<file path="config.mk">
export PLATFORM = sky130hd
export DESIGN_NAME = fdc_ctrl_end_flat
export DESIGN_NICKNAME = d
export VERILOG_FILES = /design/src/fdc_pkg.sv /design/src/fdc_bus_if.sv /design/src/fdc_ctrl_end.sv /design/src/flat_wrapper.sv
export SDC_FILE = /design/constraint.sdc
export NUM_CORES = 1
export LEC_CHECK = 0
export ABC_AREA = 1
export BUFFER_PORTS_ARGS = -buffer_cell sky130_fd_sc_hd__buf_2
export CAP_MARGIN = 20
export CORE_UTILIZATION = 55
export CTS_CLUSTER_SIZE = 25
export DETAILED_ROUTE_END_ITERATION = 8
export PLACE_DENSITY = 0.87
export SYNTH_ARGS = -nofsm -noshare
export SYNTH_HDL_FRONTEND = slang
export SYNTH_SLANG_ARGS = --single-unit
</file>
<file path="constraint.sdc">
create_clock -name clk_i -period 3.22 [get_ports clk_i]
set_clock_uncertainty 0.1 [all_clocks]
set_input_delay 0.644 -clock clk_i [delete_from_list [all_inputs] [get_ports clk_i]]
set_output_delay 0.644 -clock clk_i [all_outputs]
set_load 0.01 [all_outputs]
</file>
<file path="src/fdc_pkg.sv">
// constants shared by both ends of the floppy controller host port
// assumes a 40 MHz controller clock and a byte-wide host i/o bus
package fdc_pkg;
	// host i/o offsets, 3-bit address
	localparam logic [2:0] DRIVE_OUTPUT_CONTROL = 3'h2;
	localparam logic [2:0] MAIN_HANDSHAKE_STATUS = 3'h4;
	localparam logic [2:0] COMMAND_DATA_STACK = 3'h5;
	localparam logic [2:0] DISK_CHANGE_INPUT = 3'h7;
	localparam logic [2:0] TRANSFER_RATE_SELECT = 3'h7;

	// drive output control fields
	localparam int DOC_MOTOR_B = 5;
	localparam int DOC_MOTOR_A = 4;
	localparam int DOC_IRQ_DMA_GATE = 3;
	localparam int DOC_RESET_N = 2;
	localparam int DOC_DRIVE_CHOICE = 0;
	// transfer rate select: self-clearing reset bit
	localparam int RATE_RESET_BIT = 7;
	localparam logic [1:0] RATE_500K = 2'h0;

	// main handshake status fields
	localparam int MSR_REQUEST = 7;
	localparam int MSR_DIRECTION = 6;

	// disk change input: only bit 7 is driven
	localparam logic [7:0] DIR_DRIVEN_MASK = 8'h80;
	localparam logic [7:0] ALL_DRIVEN = 8'hFF;

	// fixed-zero bits of the result status bytes
	localparam logic [7:0] ST1_LIVE_MASK = 8'hB7;
	localparam logic [7:0] ST2_LIVE_MASK = 8'h7F;

	// termination codes
	localparam logic [1:0] TERM_NORMAL = 2'h0;
	localparam logic [1:0] TERM_ABNORMAL = 2'h1;
	localparam logic [1:0] TERM_INVALID = 2'h2;
	localparam logic [7:0] INVALID_ST0 = 8'h80;

	// command opcodes (low five bits of the first byte)
	localparam logic [4:0] OP_SPECIFY = 5'h03;
	localparam logic [4:0] OP_SENSE_DRIVE = 5'h04;
	localparam logic [4:0] OP_RECALIBRATE = 5'h07;
	localparam logic [4:0] OP_SENSE_INT = 5'h08;
	localparam logic [4:0] OP_READ_ID = 5'h0A;
	localparam logic [4:0] OP_SEEK = 5'h0F;

	// id fields reported by the read id stand-in, and the recalibrate step limit
	localparam logic [7:0] ID_RECORD = 8'h01;
	localparam logic [7:0] ID_SIZE = 8'h02;
	localparam logic [6:0] RECAL_STEPS = 7'h4F;

	// step pulse spacing
	localparam int CLK_PERIOD_NS = 25;
	localparam int STEP_TIME_NS = 1000000;
	localparam int STEP_CYCLES = STEP_TIME_NS / CLK_PERIOD_NS;

	typedef enum logic [1:0] {
		P_CMD = 2'h0,
		P_DECODE = 2'h1,
		P_EXEC = 2'h2,
		P_RESULT = 2'h3
	} phase_t;

	typedef enum logic [1:0] {
		K_REG_WR = 2'h0,
		K_REG_RD = 2'h1,
		K_DATA_WR = 2'h2,
		K_DATA_RD = 2'h3
	} req_kind_t;
endpackage

</file>
<file path="src/fdc_bus_if.sv">
// byte-wide host i/o bus between processor end and controller end
// assumes both ends share clk; strobes are one-cycle pulses
`timescale 1ns/10ps
`default_nettype none
interface fdc_bus_if;
	logic [2:0] addr;
	logic [7:0] wdata;
	logic rd;
	logic wr;
	logic [7:0] rdata;
	logic [7:0] rdata_oe;
	logic irq;
	logic drq;

	modport device (input addr, wdata, rd, wr,
		output rdata, rdata_oe, irq, drq);
	modport host (output addr, wdata, rd, wr,
		input rdata, rdata_oe, irq, drq);
endinterface
`default_nettype wire

</file>
<file path="src/fdc_ctrl_end.sv">
// controller end: host registers, phase sequencer, result stack, seeks
// assumes one clock; drive pins arrive asynchronous and are synchronised
`timescale 1ns/10ps
`default_nettype none
module fdc_ctrl_end #(
	parameter int unsigned STEP_CYCLES = fdc_pkg::STEP_CYCLES
) (
	input wire logic clk_i,
	input wire logic rst_n_i,
	fdc_bus_if.device bus,
	input wire logic media_changed_pin_n_i,
	input wire logic track_zero_pin_n_i,
	input wire logic drive_fault_i,
	input wire logic write_protect_i,
	input wire logic drive_ready_i,
	input wire logic two_sided_i,
	input wire logic dma_req_i,
	input wire logic [7:0] st1_events_i,
	input wire logic [7:0] st2_events_i,
	output logic drive_choice_o,
	output logic [1:0] motor_en_o,
	output logic side_select_o,
	output logic step_o,
	output logic step_dir_o,
	output logic [1:0] rate_sel_o,
	output logic reduce_write_o,
	output logic core_reset_o
);
	localparam logic [15:0] STEP_LOAD = 16'(STEP_CYCLES - 1);

	typedef struct packed {
		logic [5:0] sync1;
		logic [5:0] sync2;
		logic [1:0] motor;
		logic gate;
		logic dor_nreset;
		logic drive;
		logic [1:0] rate;
		logic rate_reset;
		logic non_dma;
		fdc_pkg::phase_t phase;
		logic host_transfer_request;
		logic [3:0] cmd_cnt;
		logic [3:0] cmd_len;
		logic [8:0][7:0] cmd_buf;
		logic [6:0][7:0] res_buf;
		logic [2:0] res_cnt;
		logic [2:0] res_idx;
		logic irq_pend;
		logic [7:0] int_st0;
		logic [1:0] seeking;
		logic [1:0][7:0] pcn;
		logic unit;
		logic head;
		logic recal;
		logic [7:0] target;
		logic [6:0] steps_left;
		logic [15:0] step_cnt;
		logic step;
		logic dir;
		logic [7:0] st1;
		logic [7:0] st2;
		logic [7:0] rdata;
		logic [7:0] rdata_oe;
	} ctrl_t;

	ctrl_t s, next_s;
	logic core_rst, data_wr, data_rd, done, ec;
	logic [7:0] main_handshake_status, cur, st3, st0;
	logic [3:0] len;

	// bytes per command, opcode in low five bits
	function automatic logic [3:0] cmd_bytes(input logic [7:0] op);
		case (op[4:0])
			fdc_pkg::OP_SPECIFY: cmd_bytes = 4'h3;
			fdc_pkg::OP_SEEK: cmd_bytes = 4'h3;
			fdc_pkg::OP_SENSE_DRIVE: cmd_bytes = 4'h2;
			fdc_pkg::OP_RECALIBRATE: cmd_bytes = 4'h2;
			fdc_pkg::OP_READ_ID: cmd_bytes = 4'h2;
			default: cmd_bytes = 4'h1;
		endcase
	endfunction

	// status views built from registered state only
	always_comb begin
		core_rst = !s.dor_nreset || s.rate_reset;
		main_handshake_status = {s.host_transfer_request, s.phase == fdc_pkg::P_RESULT, s.non_dma,
			s.cmd_cnt != 4'h0 || s.phase != fdc_pkg::P_CMD,
			2'h0, s.seeking};
		st3 = {s.sync2[2], s.sync2[3], s.sync2[4], !s.sync2[1],
			s.sync2[5], s.head, 1'b0, s.drive};
		cur = s.pcn[s.unit];
		data_wr = bus.wr && bus.addr == fdc_pkg::COMMAND_DATA_STACK &&
			s.host_transfer_request && s.phase == fdc_pkg::P_CMD;
		data_rd = bus.rd && bus.addr == fdc_pkg::COMMAND_DATA_STACK &&
			s.host_transfer_request && s.phase == fdc_pkg::P_RESULT;
		len = (s.cmd_cnt == 4'h0) ? cmd_bytes(bus.wdata) : s.cmd_len;
	end

	// next-state: register writes, phase sequencing, stepping
	always_comb begin
		next_s = s;
		done = 1'b0;
		ec = 1'b0;
		st0 = 8'h00;
		next_s.sync1 = {two_sided_i, drive_ready_i, write_protect_i,
			drive_fault_i, track_zero_pin_n_i, media_changed_pin_n_i};
		next_s.sync2 = s.sync1;
		next_s.rate_reset = 1'b0; // self-clearing
		next_s.step = 1'b0;
		// hardware keeps setting error flags even in the clearing cycle
		next_s.st1 = s.st1 | (st1_events_i & fdc_pkg::ST1_LIVE_MASK);
		next_s.st2 = s.st2 | (st2_events_i & fdc_pkg::ST2_LIVE_MASK);
		if (bus.wr && bus.addr == fdc_pkg::DRIVE_OUTPUT_CONTROL) begin
			next_s.motor = {bus.wdata[fdc_pkg::DOC_MOTOR_B],
				bus.wdata[fdc_pkg::DOC_MOTOR_A]};
			next_s.gate = bus.wdata[fdc_pkg::DOC_IRQ_DMA_GATE];
			next_s.dor_nreset = bus.wdata[fdc_pkg::DOC_RESET_N];
			next_s.drive = bus.wdata[fdc_pkg::DOC_DRIVE_CHOICE];
		end
		if (bus.wr && bus.addr == fdc_pkg::TRANSFER_RATE_SELECT) begin
			next_s.rate = bus.wdata[1:0];
			next_s.rate_reset = bus.wdata[fdc_pkg::RATE_RESET_BIT];
		end
		case (s.phase)
			fdc_pkg::P_CMD: begin
				if (data_wr) begin
					if (s.cmd_cnt == 4'h0) begin
						next_s.cmd_len = len;
						next_s.st1 = st1_events_i & fdc_pkg::ST1_LIVE_MASK;
						next_s.st2 = st2_events_i & fdc_pkg::ST2_LIVE_MASK;
					end
					next_s.cmd_buf[s.cmd_cnt] = bus.wdata;
					next_s.cmd_cnt = s.cmd_cnt + 4'h1;
					if (s.cmd_cnt + 4'h1 >= len)
						next_s.phase = fdc_pkg::P_DECODE;
				end
			end
			fdc_pkg::P_DECODE: begin
				next_s.cmd_cnt = 4'h0;
				next_s.res_idx = 3'h0;
				next_s.res_cnt = 3'h1;
				next_s.phase = fdc_pkg::P_RESULT;
				next_s.irq_pend = 1'b1;
				next_s.unit = s.cmd_buf[1][0];
				next_s.head = s.cmd_buf[1][2];
				next_s.res_buf[0] = fdc_pkg::INVALID_ST0;
				case (s.cmd_buf[0][4:0])
					fdc_pkg::OP_SPECIFY: begin
						next_s.non_dma = s.cmd_buf[2][0];
						next_s.irq_pend = s.irq_pend;
						next_s.phase = fdc_pkg::P_CMD;
					end
					fdc_pkg::OP_SENSE_DRIVE: begin
						next_s.res_buf[0] = {st3[7:3], s.cmd_buf[1][2],
							1'b0, s.cmd_buf[1][0]};
					end
					fdc_pkg::OP_SENSE_INT: begin
						// a poll with nothing pending is refused as invalid
						next_s.irq_pend = 1'b0;
						if (s.irq_pend) begin
							next_s.res_buf[0] = s.int_st0;
							next_s.res_buf[1] = s.pcn[s.int_st0[1]];
							next_s.res_cnt = 3'h2;
						end
					end
					fdc_pkg::OP_READ_ID: begin
						st0[7:6] = ((s.st1 | s.st2) != 8'h00) ?
							fdc_pkg::TERM_ABNORMAL : fdc_pkg::TERM_NORMAL;
						st0[3] = !s.sync2[4];
						st0[2] = s.cmd_buf[1][2];
						st0[1:0] = {s.cmd_buf[1][0], !s.cmd_buf[1][0]};
						next_s.res_buf = {fdc_pkg::ID_SIZE, fdc_pkg::ID_RECORD,
							7'h00, s.cmd_buf[1][2], s.pcn[s.cmd_buf[1][0]],
							s.st2, s.st1, st0};
						next_s.res_cnt = 3'h7;
					end
					fdc_pkg::OP_SEEK, fdc_pkg::OP_RECALIBRATE: begin
						next_s.irq_pend = s.irq_pend;
						next_s.recal = s.cmd_buf[0][4:0] == fdc_pkg::OP_RECALIBRATE;
						next_s.target = s.cmd_buf[0][3] ? s.cmd_buf[2] : 8'h00;
						next_s.steps_left = fdc_pkg::RECAL_STEPS;
						next_s.seeking[s.cmd_buf[1][0]] = 1'b1;
						next_s.step_cnt = STEP_LOAD;
						next_s.phase = fdc_pkg::P_EXEC;
					end
					default: ;
				endcase
			end
			fdc_pkg::P_EXEC: begin
				if (s.step_cnt != 16'h0000) begin
					next_s.step_cnt = s.step_cnt - 16'h0001;
				end else begin
					next_s.step_cnt = STEP_LOAD;
					if (s.recal && !s.sync2[1]) begin
						done = 1'b1;
						next_s.pcn[s.unit] = 8'h00;
					end else if (s.recal && s.steps_left == 7'h00) begin
						done = 1'b1; // track zero never seen
						ec = 1'b1;
					end else if (!s.recal && cur == s.target) begin
						done = 1'b1;
					end else begin
						next_s.step = 1'b1;
						next_s.dir = !s.recal && s.target > cur;
						next_s.steps_left = s.steps_left - 7'h01;
						next_s.pcn[s.unit] = (!s.recal && s.target > cur) ?
							cur + 8'h01 : cur - 8'h01;
					end
				end
				if (done) begin
					next_s.seeking[s.unit] = 1'b0;
					next_s.int_st0 = {ec ? fdc_pkg::TERM_ABNORMAL :
						fdc_pkg::TERM_NORMAL, 1'b1, ec, 1'b0, s.head,
						s.unit, !s.unit};
					next_s.irq_pend = 1'b1;
					next_s.phase = fdc_pkg::P_CMD;
				end
			end
			fdc_pkg::P_RESULT: begin
				if (data_rd) begin
					next_s.irq_pend = 1'b0;
					next_s.res_idx = s.res_idx + 3'h1;
					if (s.res_idx + 3'h1 >= s.res_cnt)
						next_s.phase = fdc_pkg::P_CMD;
				end
			end
			default: next_s.phase = fdc_pkg::P_CMD;
		endcase
		// read data is captured so the bus sees a flop, one cycle later
		if (bus.rd) begin
			next_s.rdata_oe = fdc_pkg::ALL_DRIVEN;
			case (bus.addr)
				fdc_pkg::DRIVE_OUTPUT_CONTROL: next_s.rdata = {2'h0, s.motor,
					s.gate, s.dor_nreset, 1'b0, s.drive};
				fdc_pkg::MAIN_HANDSHAKE_STATUS: next_s.rdata = main_handshake_status;
				fdc_pkg::COMMAND_DATA_STACK: next_s.rdata =
					data_rd ? s.res_buf[s.res_idx] : 8'h00;
				fdc_pkg::DISK_CHANGE_INPUT: begin
					next_s.rdata = {!s.sync2[0], 7'h00};
					next_s.rdata_oe = fdc_pkg::DIR_DRIVEN_MASK;
				end
				default: next_s.rdata = 8'h00;
			endcase
		end
		// core reset: idle again, output/rate/specify values kept
		if (core_rst) begin
			next_s.phase = fdc_pkg::P_CMD;
			next_s.cmd_cnt = 4'h0;
			next_s.res_idx = 3'h0;
			next_s.irq_pend = 1'b0;
			next_s.seeking = 2'h0;
			next_s.step = 1'b0;
		end
		// request drops for one cycle after each data byte, or until stepping ends after the last byte of a seek or recalibrate
		next_s.host_transfer_request = !core_rst && !data_wr && !data_rd &&
			(next_s.phase == fdc_pkg::P_CMD ||
			next_s.phase == fdc_pkg::P_RESULT);
	end

	always_ff @(posedge clk_i or negedge rst_n_i) begin
		if (!rst_n_i) begin
			s <= '0; // output control reset bit low holds the core
		end else begin
			s <= next_s;
		end
	end

	assign bus.rdata = s.rdata;
	assign bus.rdata_oe = s.rdata_oe;
	assign bus.irq = s.gate && s.irq_pend;
	assign bus.drq = s.gate && dma_req_i && !s.non_dma;
	assign drive_choice_o = s.drive;
	assign motor_en_o = s.motor;
	assign side_select_o = s.head;
	assign step_o = s.step;
	assign step_dir_o = s.dir;
	assign rate_sel_o = s.rate;
	assign reduce_write_o = s.rate != fdc_pkg::RATE_500K;
	assign core_reset_o = core_rst;
endmodule
`default_nettype wire

</file>
<file path="src/flat_wrapper.sv">
// flat-port wrapper written by rule: the top's interface ports become plain ports
module fdc_ctrl_end_flat 
#(
	parameter int unsigned STEP_CYCLES = fdc_pkg::STEP_CYCLES
)
  (clk_i, rst_n_i, media_changed_pin_n_i, track_zero_pin_n_i, drive_fault_i, write_protect_i, drive_ready_i, two_sided_i, dma_req_i, st1_events_i, st2_events_i, drive_choice_o, motor_en_o, side_select_o, step_o, step_dir_o, rate_sel_o, reduce_write_o, core_reset_o, bus_addr, bus_wdata, bus_rd, bus_wr, bus_rdata, bus_rdata_oe, bus_irq, bus_drq);
  fdc_bus_if bus_i ();
  input wire logic clk_i;
  input wire logic rst_n_i;
  input wire logic media_changed_pin_n_i;
  input wire logic track_zero_pin_n_i;
  input wire logic drive_fault_i;
  input wire logic write_protect_i;
  input wire logic drive_ready_i;
  input wire logic two_sided_i;
  input wire logic dma_req_i;
  input wire logic [7:0] st1_events_i;
  input wire logic [7:0] st2_events_i;
  output logic drive_choice_o;
  output logic [1:0] motor_en_o;
  output logic side_select_o;
  output logic step_o;
  output logic step_dir_o;
  output logic [1:0] rate_sel_o;
  output logic reduce_write_o;
  output logic core_reset_o;
  input wire logic [$bits(bus_i.addr)-1:0] bus_addr;
  input wire logic [$bits(bus_i.wdata)-1:0] bus_wdata;
  input wire logic [$bits(bus_i.rd)-1:0] bus_rd;
  input wire logic [$bits(bus_i.wr)-1:0] bus_wr;
  output wire logic [$bits(bus_i.rdata)-1:0] bus_rdata;
  output wire logic [$bits(bus_i.rdata_oe)-1:0] bus_rdata_oe;
  output wire logic [$bits(bus_i.irq)-1:0] bus_irq;
  output wire logic [$bits(bus_i.drq)-1:0] bus_drq;
  assign bus_i.addr = bus_addr;
  assign bus_i.wdata = bus_wdata;
  assign bus_i.rd = bus_rd;
  assign bus_i.wr = bus_wr;
  assign bus_rdata = bus_i.rdata;
  assign bus_rdata_oe = bus_i.rdata_oe;
  assign bus_irq = bus_i.irq;
  assign bus_drq = bus_i.drq;
  fdc_ctrl_end #(.STEP_CYCLES(STEP_CYCLES)) u_core (.clk_i(clk_i), .rst_n_i(rst_n_i), .bus(bus_i), .media_changed_pin_n_i(media_changed_pin_n_i), .track_zero_pin_n_i(track_zero_pin_n_i), .drive_fault_i(drive_fault_i), .write_protect_i(write_protect_i), .drive_ready_i(drive_ready_i), .two_sided_i(two_sided_i), .dma_req_i(dma_req_i), .st1_events_i(st1_events_i), .st2_events_i(st2_events_i), .drive_choice_o(drive_choice_o), .motor_en_o(motor_en_o), .side_select_o(side_select_o), .step_o(step_o), .step_dir_o(step_dir_o), .rate_sel_o(rate_sel_o), .reduce_write_o(reduce_write_o), .core_reset_o(core_reset_o));
endmodule
</file>
* After elaboration in Yosys (flattened, before gate mapping)
Index checks and enable logic that the tools add are counted.
Operators by class: add/sub/neg operators 6, bitwise logic cells 12, eq/ne operators 33, muxes and demuxes 81, $lt $le $gt $ge 11, reductions and logical operators 69
Operators with widths (count):
- $mux 16 | 7
- $mux 8 | 12
- $mux 80 | 1
- $bwmux 72 | 1
- $pmux 23 s2 | 1
- $mux 7 | 5
- $demux 8 s4 | 1
- $pmux 8 s4 | 1
- $mux 2 | 13
- $eq 5x4->1 const B | 5
- $bmux 8 s3 | 1
- $pmux 8 s3 | 1
- $mux 23 | 1
- $logic_and 1x1->1 | 21
- $eq 5x3->1 const B | 4
- $mux 4 | 5
- $mux 19 | 1
- $and 16x16->16 | 1
- $bwmux 16 | 1
- $not 16->16 | 1
- $or 8x8->8 | 2
- $pmux 8 s2 | 1
- $reduce_and 2->1 | 8
- $reduce_bool 16->1 | 1
- 54 further kinds | 116
Storage, ports and cells: output and inout port bits 28, word-level logic and storage cells 259, input bits 38, flip-flop bits (word level) 238

* Longest topological paths before layout
depth in word-level cells 15, depth in mapped cells 21, depth with buffers taken out 20

* Worst setup path after synthesis
No wires, ideal clock.
path kind register to register, from register u_core.s[67] in the netlist's numbering, to register u_core.s[82] in the netlist's numbering, cell stages (with the launch flop) 18, data arrival time 3.044 ns, path buffers 2, setup slack -0.052 ns, library setup time 0.128 ns, required time 2.992 ns, period minus slack after synthesis 3.272 ns, path through dfrtp_1 > buf_2 > clkbuf_1 > o21ai_0 > ha_1 > a21oi_1 > o21ai_0 > nand2_1 > nand3_1 > nand2_1 > inv_1 > fa_1 > o21ai_0 > nand2_1 > nand2_1 > a21oi_1 > xor2_1 > o22ai_1
Between the ends: word-level cells in the longest chain between the ends 9, elaborated cells between the ends (all ways) 22, classes of those cells add/sub (2); order compare (3); eq/ne (2); mux (9); bitwise (2); reduce/logical (4)
RTL lines:
- from (decl) | RTL line fdc_ctrl_end.sv:67 | ctrl_t s, next_s;
- from (signal assigned) | RTL line fdc_ctrl_end.sv:265 | s <= next_s;
- $mux 8 (implied by the code) (2 in series) | RTL line fdc_ctrl_end.sv:92 | cur = s.pcn[s.unit];
- $gt 8x8->1 | RTL line fdc_ctrl_end.sv:207 | next_s.pcn[s.unit] = (!s.recal && s.target > cur) ?
- $logic_and 1x1->1 | RTL line fdc_ctrl_end.sv:207
- $mux 8 | RTL line fdc_ctrl_end.sv:207
- $bwmux 16 | RTL line fdc_ctrl_end.sv:207
- $mux 16 | RTL line fdc_ctrl_end.sv:201 | end else if (!s.recal && cur == s.target) begin
- $mux 16 | RTL line fdc_ctrl_end.sv:198 | end else if (s.recal && s.steps_left == 7'h00) begin
- $mux 16 | RTL line fdc_ctrl_end.sv:195 | if (s.recal && !s.sync2[1]) begin
Several ways; a longest one is shown, not always the timed one. The select of a mux whose other input is x is not followed. A chain may end at the register's enable or synchronous reset.

* Final worst setup path
from register u_core.s[67] in the netlist's numbering, to register u_core.s[75] in the netlist's numbering
The elaborated chain is that of the path after synthesis.

==> run_results.csv <==
group,metric,value,unit
synth,synth.most_common_cell,"nand2_1",
timing,clock.fmax,328,MHz
worst_setup_path,critPathCaptureType,"register",
worst_setup_path,startpoint_type,"register",
clock_network,cts_tree,"yes",
final_layout,n_antenna_cell,0,
clock_network,clk_latency,440,ps
clock_network,numCtsBuffers,17,
clock_network,cts-root-buf,"clkbuf_16",
floorplanning,pin_count,66,
route,antenna_left,0,
synth,ys_seq_area_frac,0.481,
floorplanning,coreArea,0.0154,mm2
power,combPwrFrac,0.114,
clock_network,clkSinkCount,169,
synth,synth_top_area_frac,0.481,
worst_hold_path,hold_class,"in2async",
global_routing,track_usage,0.288,
synth,synth_edf_count,0,
floorplanning,die-width,128,um
global_routing,grt_pass1_vias,7360,
route,route.detailed.drc,0,
global_routing,grt_max_degree,67,
worst_setup_path,critPathKind,"reg2reg",
power,p_int,3.45,mW
run_status,outcome,"complete, no violations",
route,routed-via-count,7772,
route,firstDrtPassIters,7,
power,swShare,0.292,
route,wl_met1,9180,um
synth,synth-seq-cells,169,
worst_setup_path,reg2reg_depth,18,
floorplanning,die-area,0.0165,mm2
final_layout,areaGrowthSynthToFinish,13.5,%
floorplanning,start_util,0.572,
timing,worst_slew_pin_slew,877,ps
synth,synth_area,0.00879,mm2
power,p_switching,1.43,mW
synth,ys_types,48,
power,ir_worst_vdd,439,uV
worst_setup_path,reg2reg_slack,170,ps
route,vias_per_cell,5.71,
route,routed_wl,22400,um
place,port_buffers,62,
clock_network,path_clk_slew,70,ps
worst_setup_path,critPathMaxFanout,8,
route,drt_iter0_markers,899,
power,pwr-share-clk,0.402,
clock_network,cts_hold_buf,0,
global_routing,grt_pass1_wl,36400,um
synth,syn-mean-instance-area,8.21,um2
timing,min_period,3050,ps
synth,synth-async-reset-ratio,1.00,
timing,maxSlewViolCount,0,
synth,ys.flop_type,"dfrtp_1",
power,p_per_area,489,mW/mm2
power,leakage,4.89,nW
synth,yosysWarnings,0,
place,hpwl,16000,um
timing,min_period_over_period,0.947,
timing,rsz0062_at_grt,"true",
timing,setup_viol,0,
global_routing,antenna_found_initial,0,
synth,synth_common_cells,"nand2_1 (245), dfrtp_1 (169), o21ai_0 (129), inv_1 (128), nor2_1 (72)",
synth,syn_nets,1142,
worst_setup_path,r2r-end,"u_core.s[75]$_DFFE_PN0P_",
route,wl_met3,1750,um
timing,hold_viol,0,
final_layout,fin_nets,1208,
clock_network,clk_path_buf_depth,2,
synth,ys_top_cells_by_area,"dfrtp_1 (48%), nand2_1 (10%), o21ai_0 (7.3%)",
route,dr_wl_met2,10900,um
flow_run,maxCapViolations,0,
final_layout,stdcell_count,1360,
synth,post-synth-top-area-cell,"dfrtp_1",
worst_setup_path,arrival,3280,ps
clock_network,cts_max_level,4,
worst_setup_path,crit_required,3450,ps
floorplanning,num_rows,45,
floorplanning,die_y,128,um
worst_setup_path,r2r-start,"u_core.s[67]$_DFFE_PN0P_",
timing,hold_slack,103,ps
global_routing,overflow,0,
route,wl_per_cell,16.5,um
final_layout,drive_gt1_frac,0.155,
timing,relSlewSlack,0.411,
power,pwr-share-seq,0.485,
place,dp_cells,1325,
route,top_layer,"met4",
synth,synthCells,1070,
place,gp_congestion,0.955,
==> critical path: stages, from the launching register on <==
cell	delay, ps
dfrtp_2	480
buf_6	170
nand2_1	70
o21ai_1	120
ha_1	300
nand2_1	60
nor2_2	170
nand2_1	90
nand3_2	90
nand2_4	80
ha_1	390
a21oi_2	190
o211ai_1	150
nand2_1	110
nand2_2	70
inv_1	90
nand2_2	80
nand3_1	70
nand2_1	60
==> stage by stage <==
step	worst slack (ps)	power (mW)	instance area, um2	setup TNS [ps]	utilization
after floorplan	26.6	2.74	8790	0	-
after global placement	7.20	2.90	9320	0	0.606
after detailed placement	-87.3	2.94	9320	-404	0.606
after CTS	40.8	4.88	9900	0	0.644
after global routing	-60.8	5.07	9980	-134	0.649
final	170	4.88	9980	0	0.649
==> sequential cells by signal (all words and copies together), names as in the netlist <==
signal	count
u_core.s	141
u_core.bus.rdata	8
u_core.next_s	6
u_core.main_handshake_status	4
u_core.bus.rdata_oe	2
u_core.motor_en_o	2
u_core.rate_sel_o	2
u_core.drive_choice_o	1
u_core.side_select_o	1
u_core.step_dir_o	1
u_core.step_o	1
==> power by group through the flow <==
| stage | clock network, mW | logic, mW | registers, mW |
|---|---|---|---|
| after floorplan | 0 | 0.385 | 2.35 |
| after global placement | 0 | 0.514 | 2.39 |
| after detailed placement | 0 | 0.544 | 2.40 |
| after CTS | 1.97 | 0.554 | 2.36 |
| after global routing | 2.06 | 0.629 | 2.38 |
| final | 1.96 | 0.556 | 2.36 |
==> routing by layer <==
layer	GRT usage	up-vias
met2	0.461	366
met5	0	-
met3	0.0715	70
li1	-	3630
met1	0.378	3706
met4	0.113	0
==> placed cells by master (no fill, tap or decap), drive strengths merged <==
master    synthesis  routed
or2               6       6
clkinv            3       6
nor3             11      11
a21o              5       5
o21a              1       1
a21oi            50      50
o211ai           15      15
nor2             82      82
nand2           251     251
xnor2             6       6
mux2              3       3
nor3b             1       1
a32oi             1       1
o21bai           13      13
clkinvlp          0       4
buf              33      93
xor2              6       6
clkbuf           13      17
o21ai           135     135
a31oi             4       4
ha               33      33
inv             131     139
nand3b            4       4
dfrtp           169     169
nor4              3       3
nand3            59      59
o221ai            1       1
fa                1       1
o22ai            11      11
nand4            15      15
a211oi            1       1
a22oi             1       1
o31ai             2       2
==> final cells by class <==
type	instances	area, um2
clock buffers	17	425
flip-flops and latches	169	4230
multi-input cells	721	3850
inverters	134	509
well taps	211	264
clock inverters	15	131
fillers	1180	5390
repair buffers	93	569
==> worst max path at each step <==
stage	from	to	slack, ps
after CTS	u_core.s[67]$_DFFE_PN0P_	u_core.s[83]$_DFFE_PN0P_	40
after global placement	u_core.s[67]$_DFFE_PN0P_	u_core.s[82]$_DFFE_PN0P_	7
final	u_core.s[67]$_DFFE_PN0P_	u_core.s[75]$_DFFE_PN0P_	170
after floorplan	u_core.s[67]$_DFFE_PN0P_	u_core.s[82]$_DFFE_PN0P_	30
after detailed placement	u_core.s[67]$_DFFE_PN0P_	u_core.s[82]$_DFFE_PN0P_	-90
after global routing	u_core.s[67]$_DFFE_PN0P_	u_core.s[75]$_DFFE_PN0P_	-60
==> kinds of logic (layout without fill, tap and decap cells) <==
logic type	after synthesis	count (layout)	synth area share
simple gates	432	432	0.212
compound gates	240	240	0.153
buf+inv	180	259	0.0890
flops	169	169	0.481
fa+ha+maj	34	34	0.0493
xor+xnor	12	12	0.0120
mux	3	3	0.00384
==> repair_timing <==
action,CTS,global route
hold endpoints to repair,0,0
setup buffers,2,1
pin swaps,0,5
resized for setup,7,25
endpoints found under the setup margin,6,10
(Power assumes the default switching activity.)
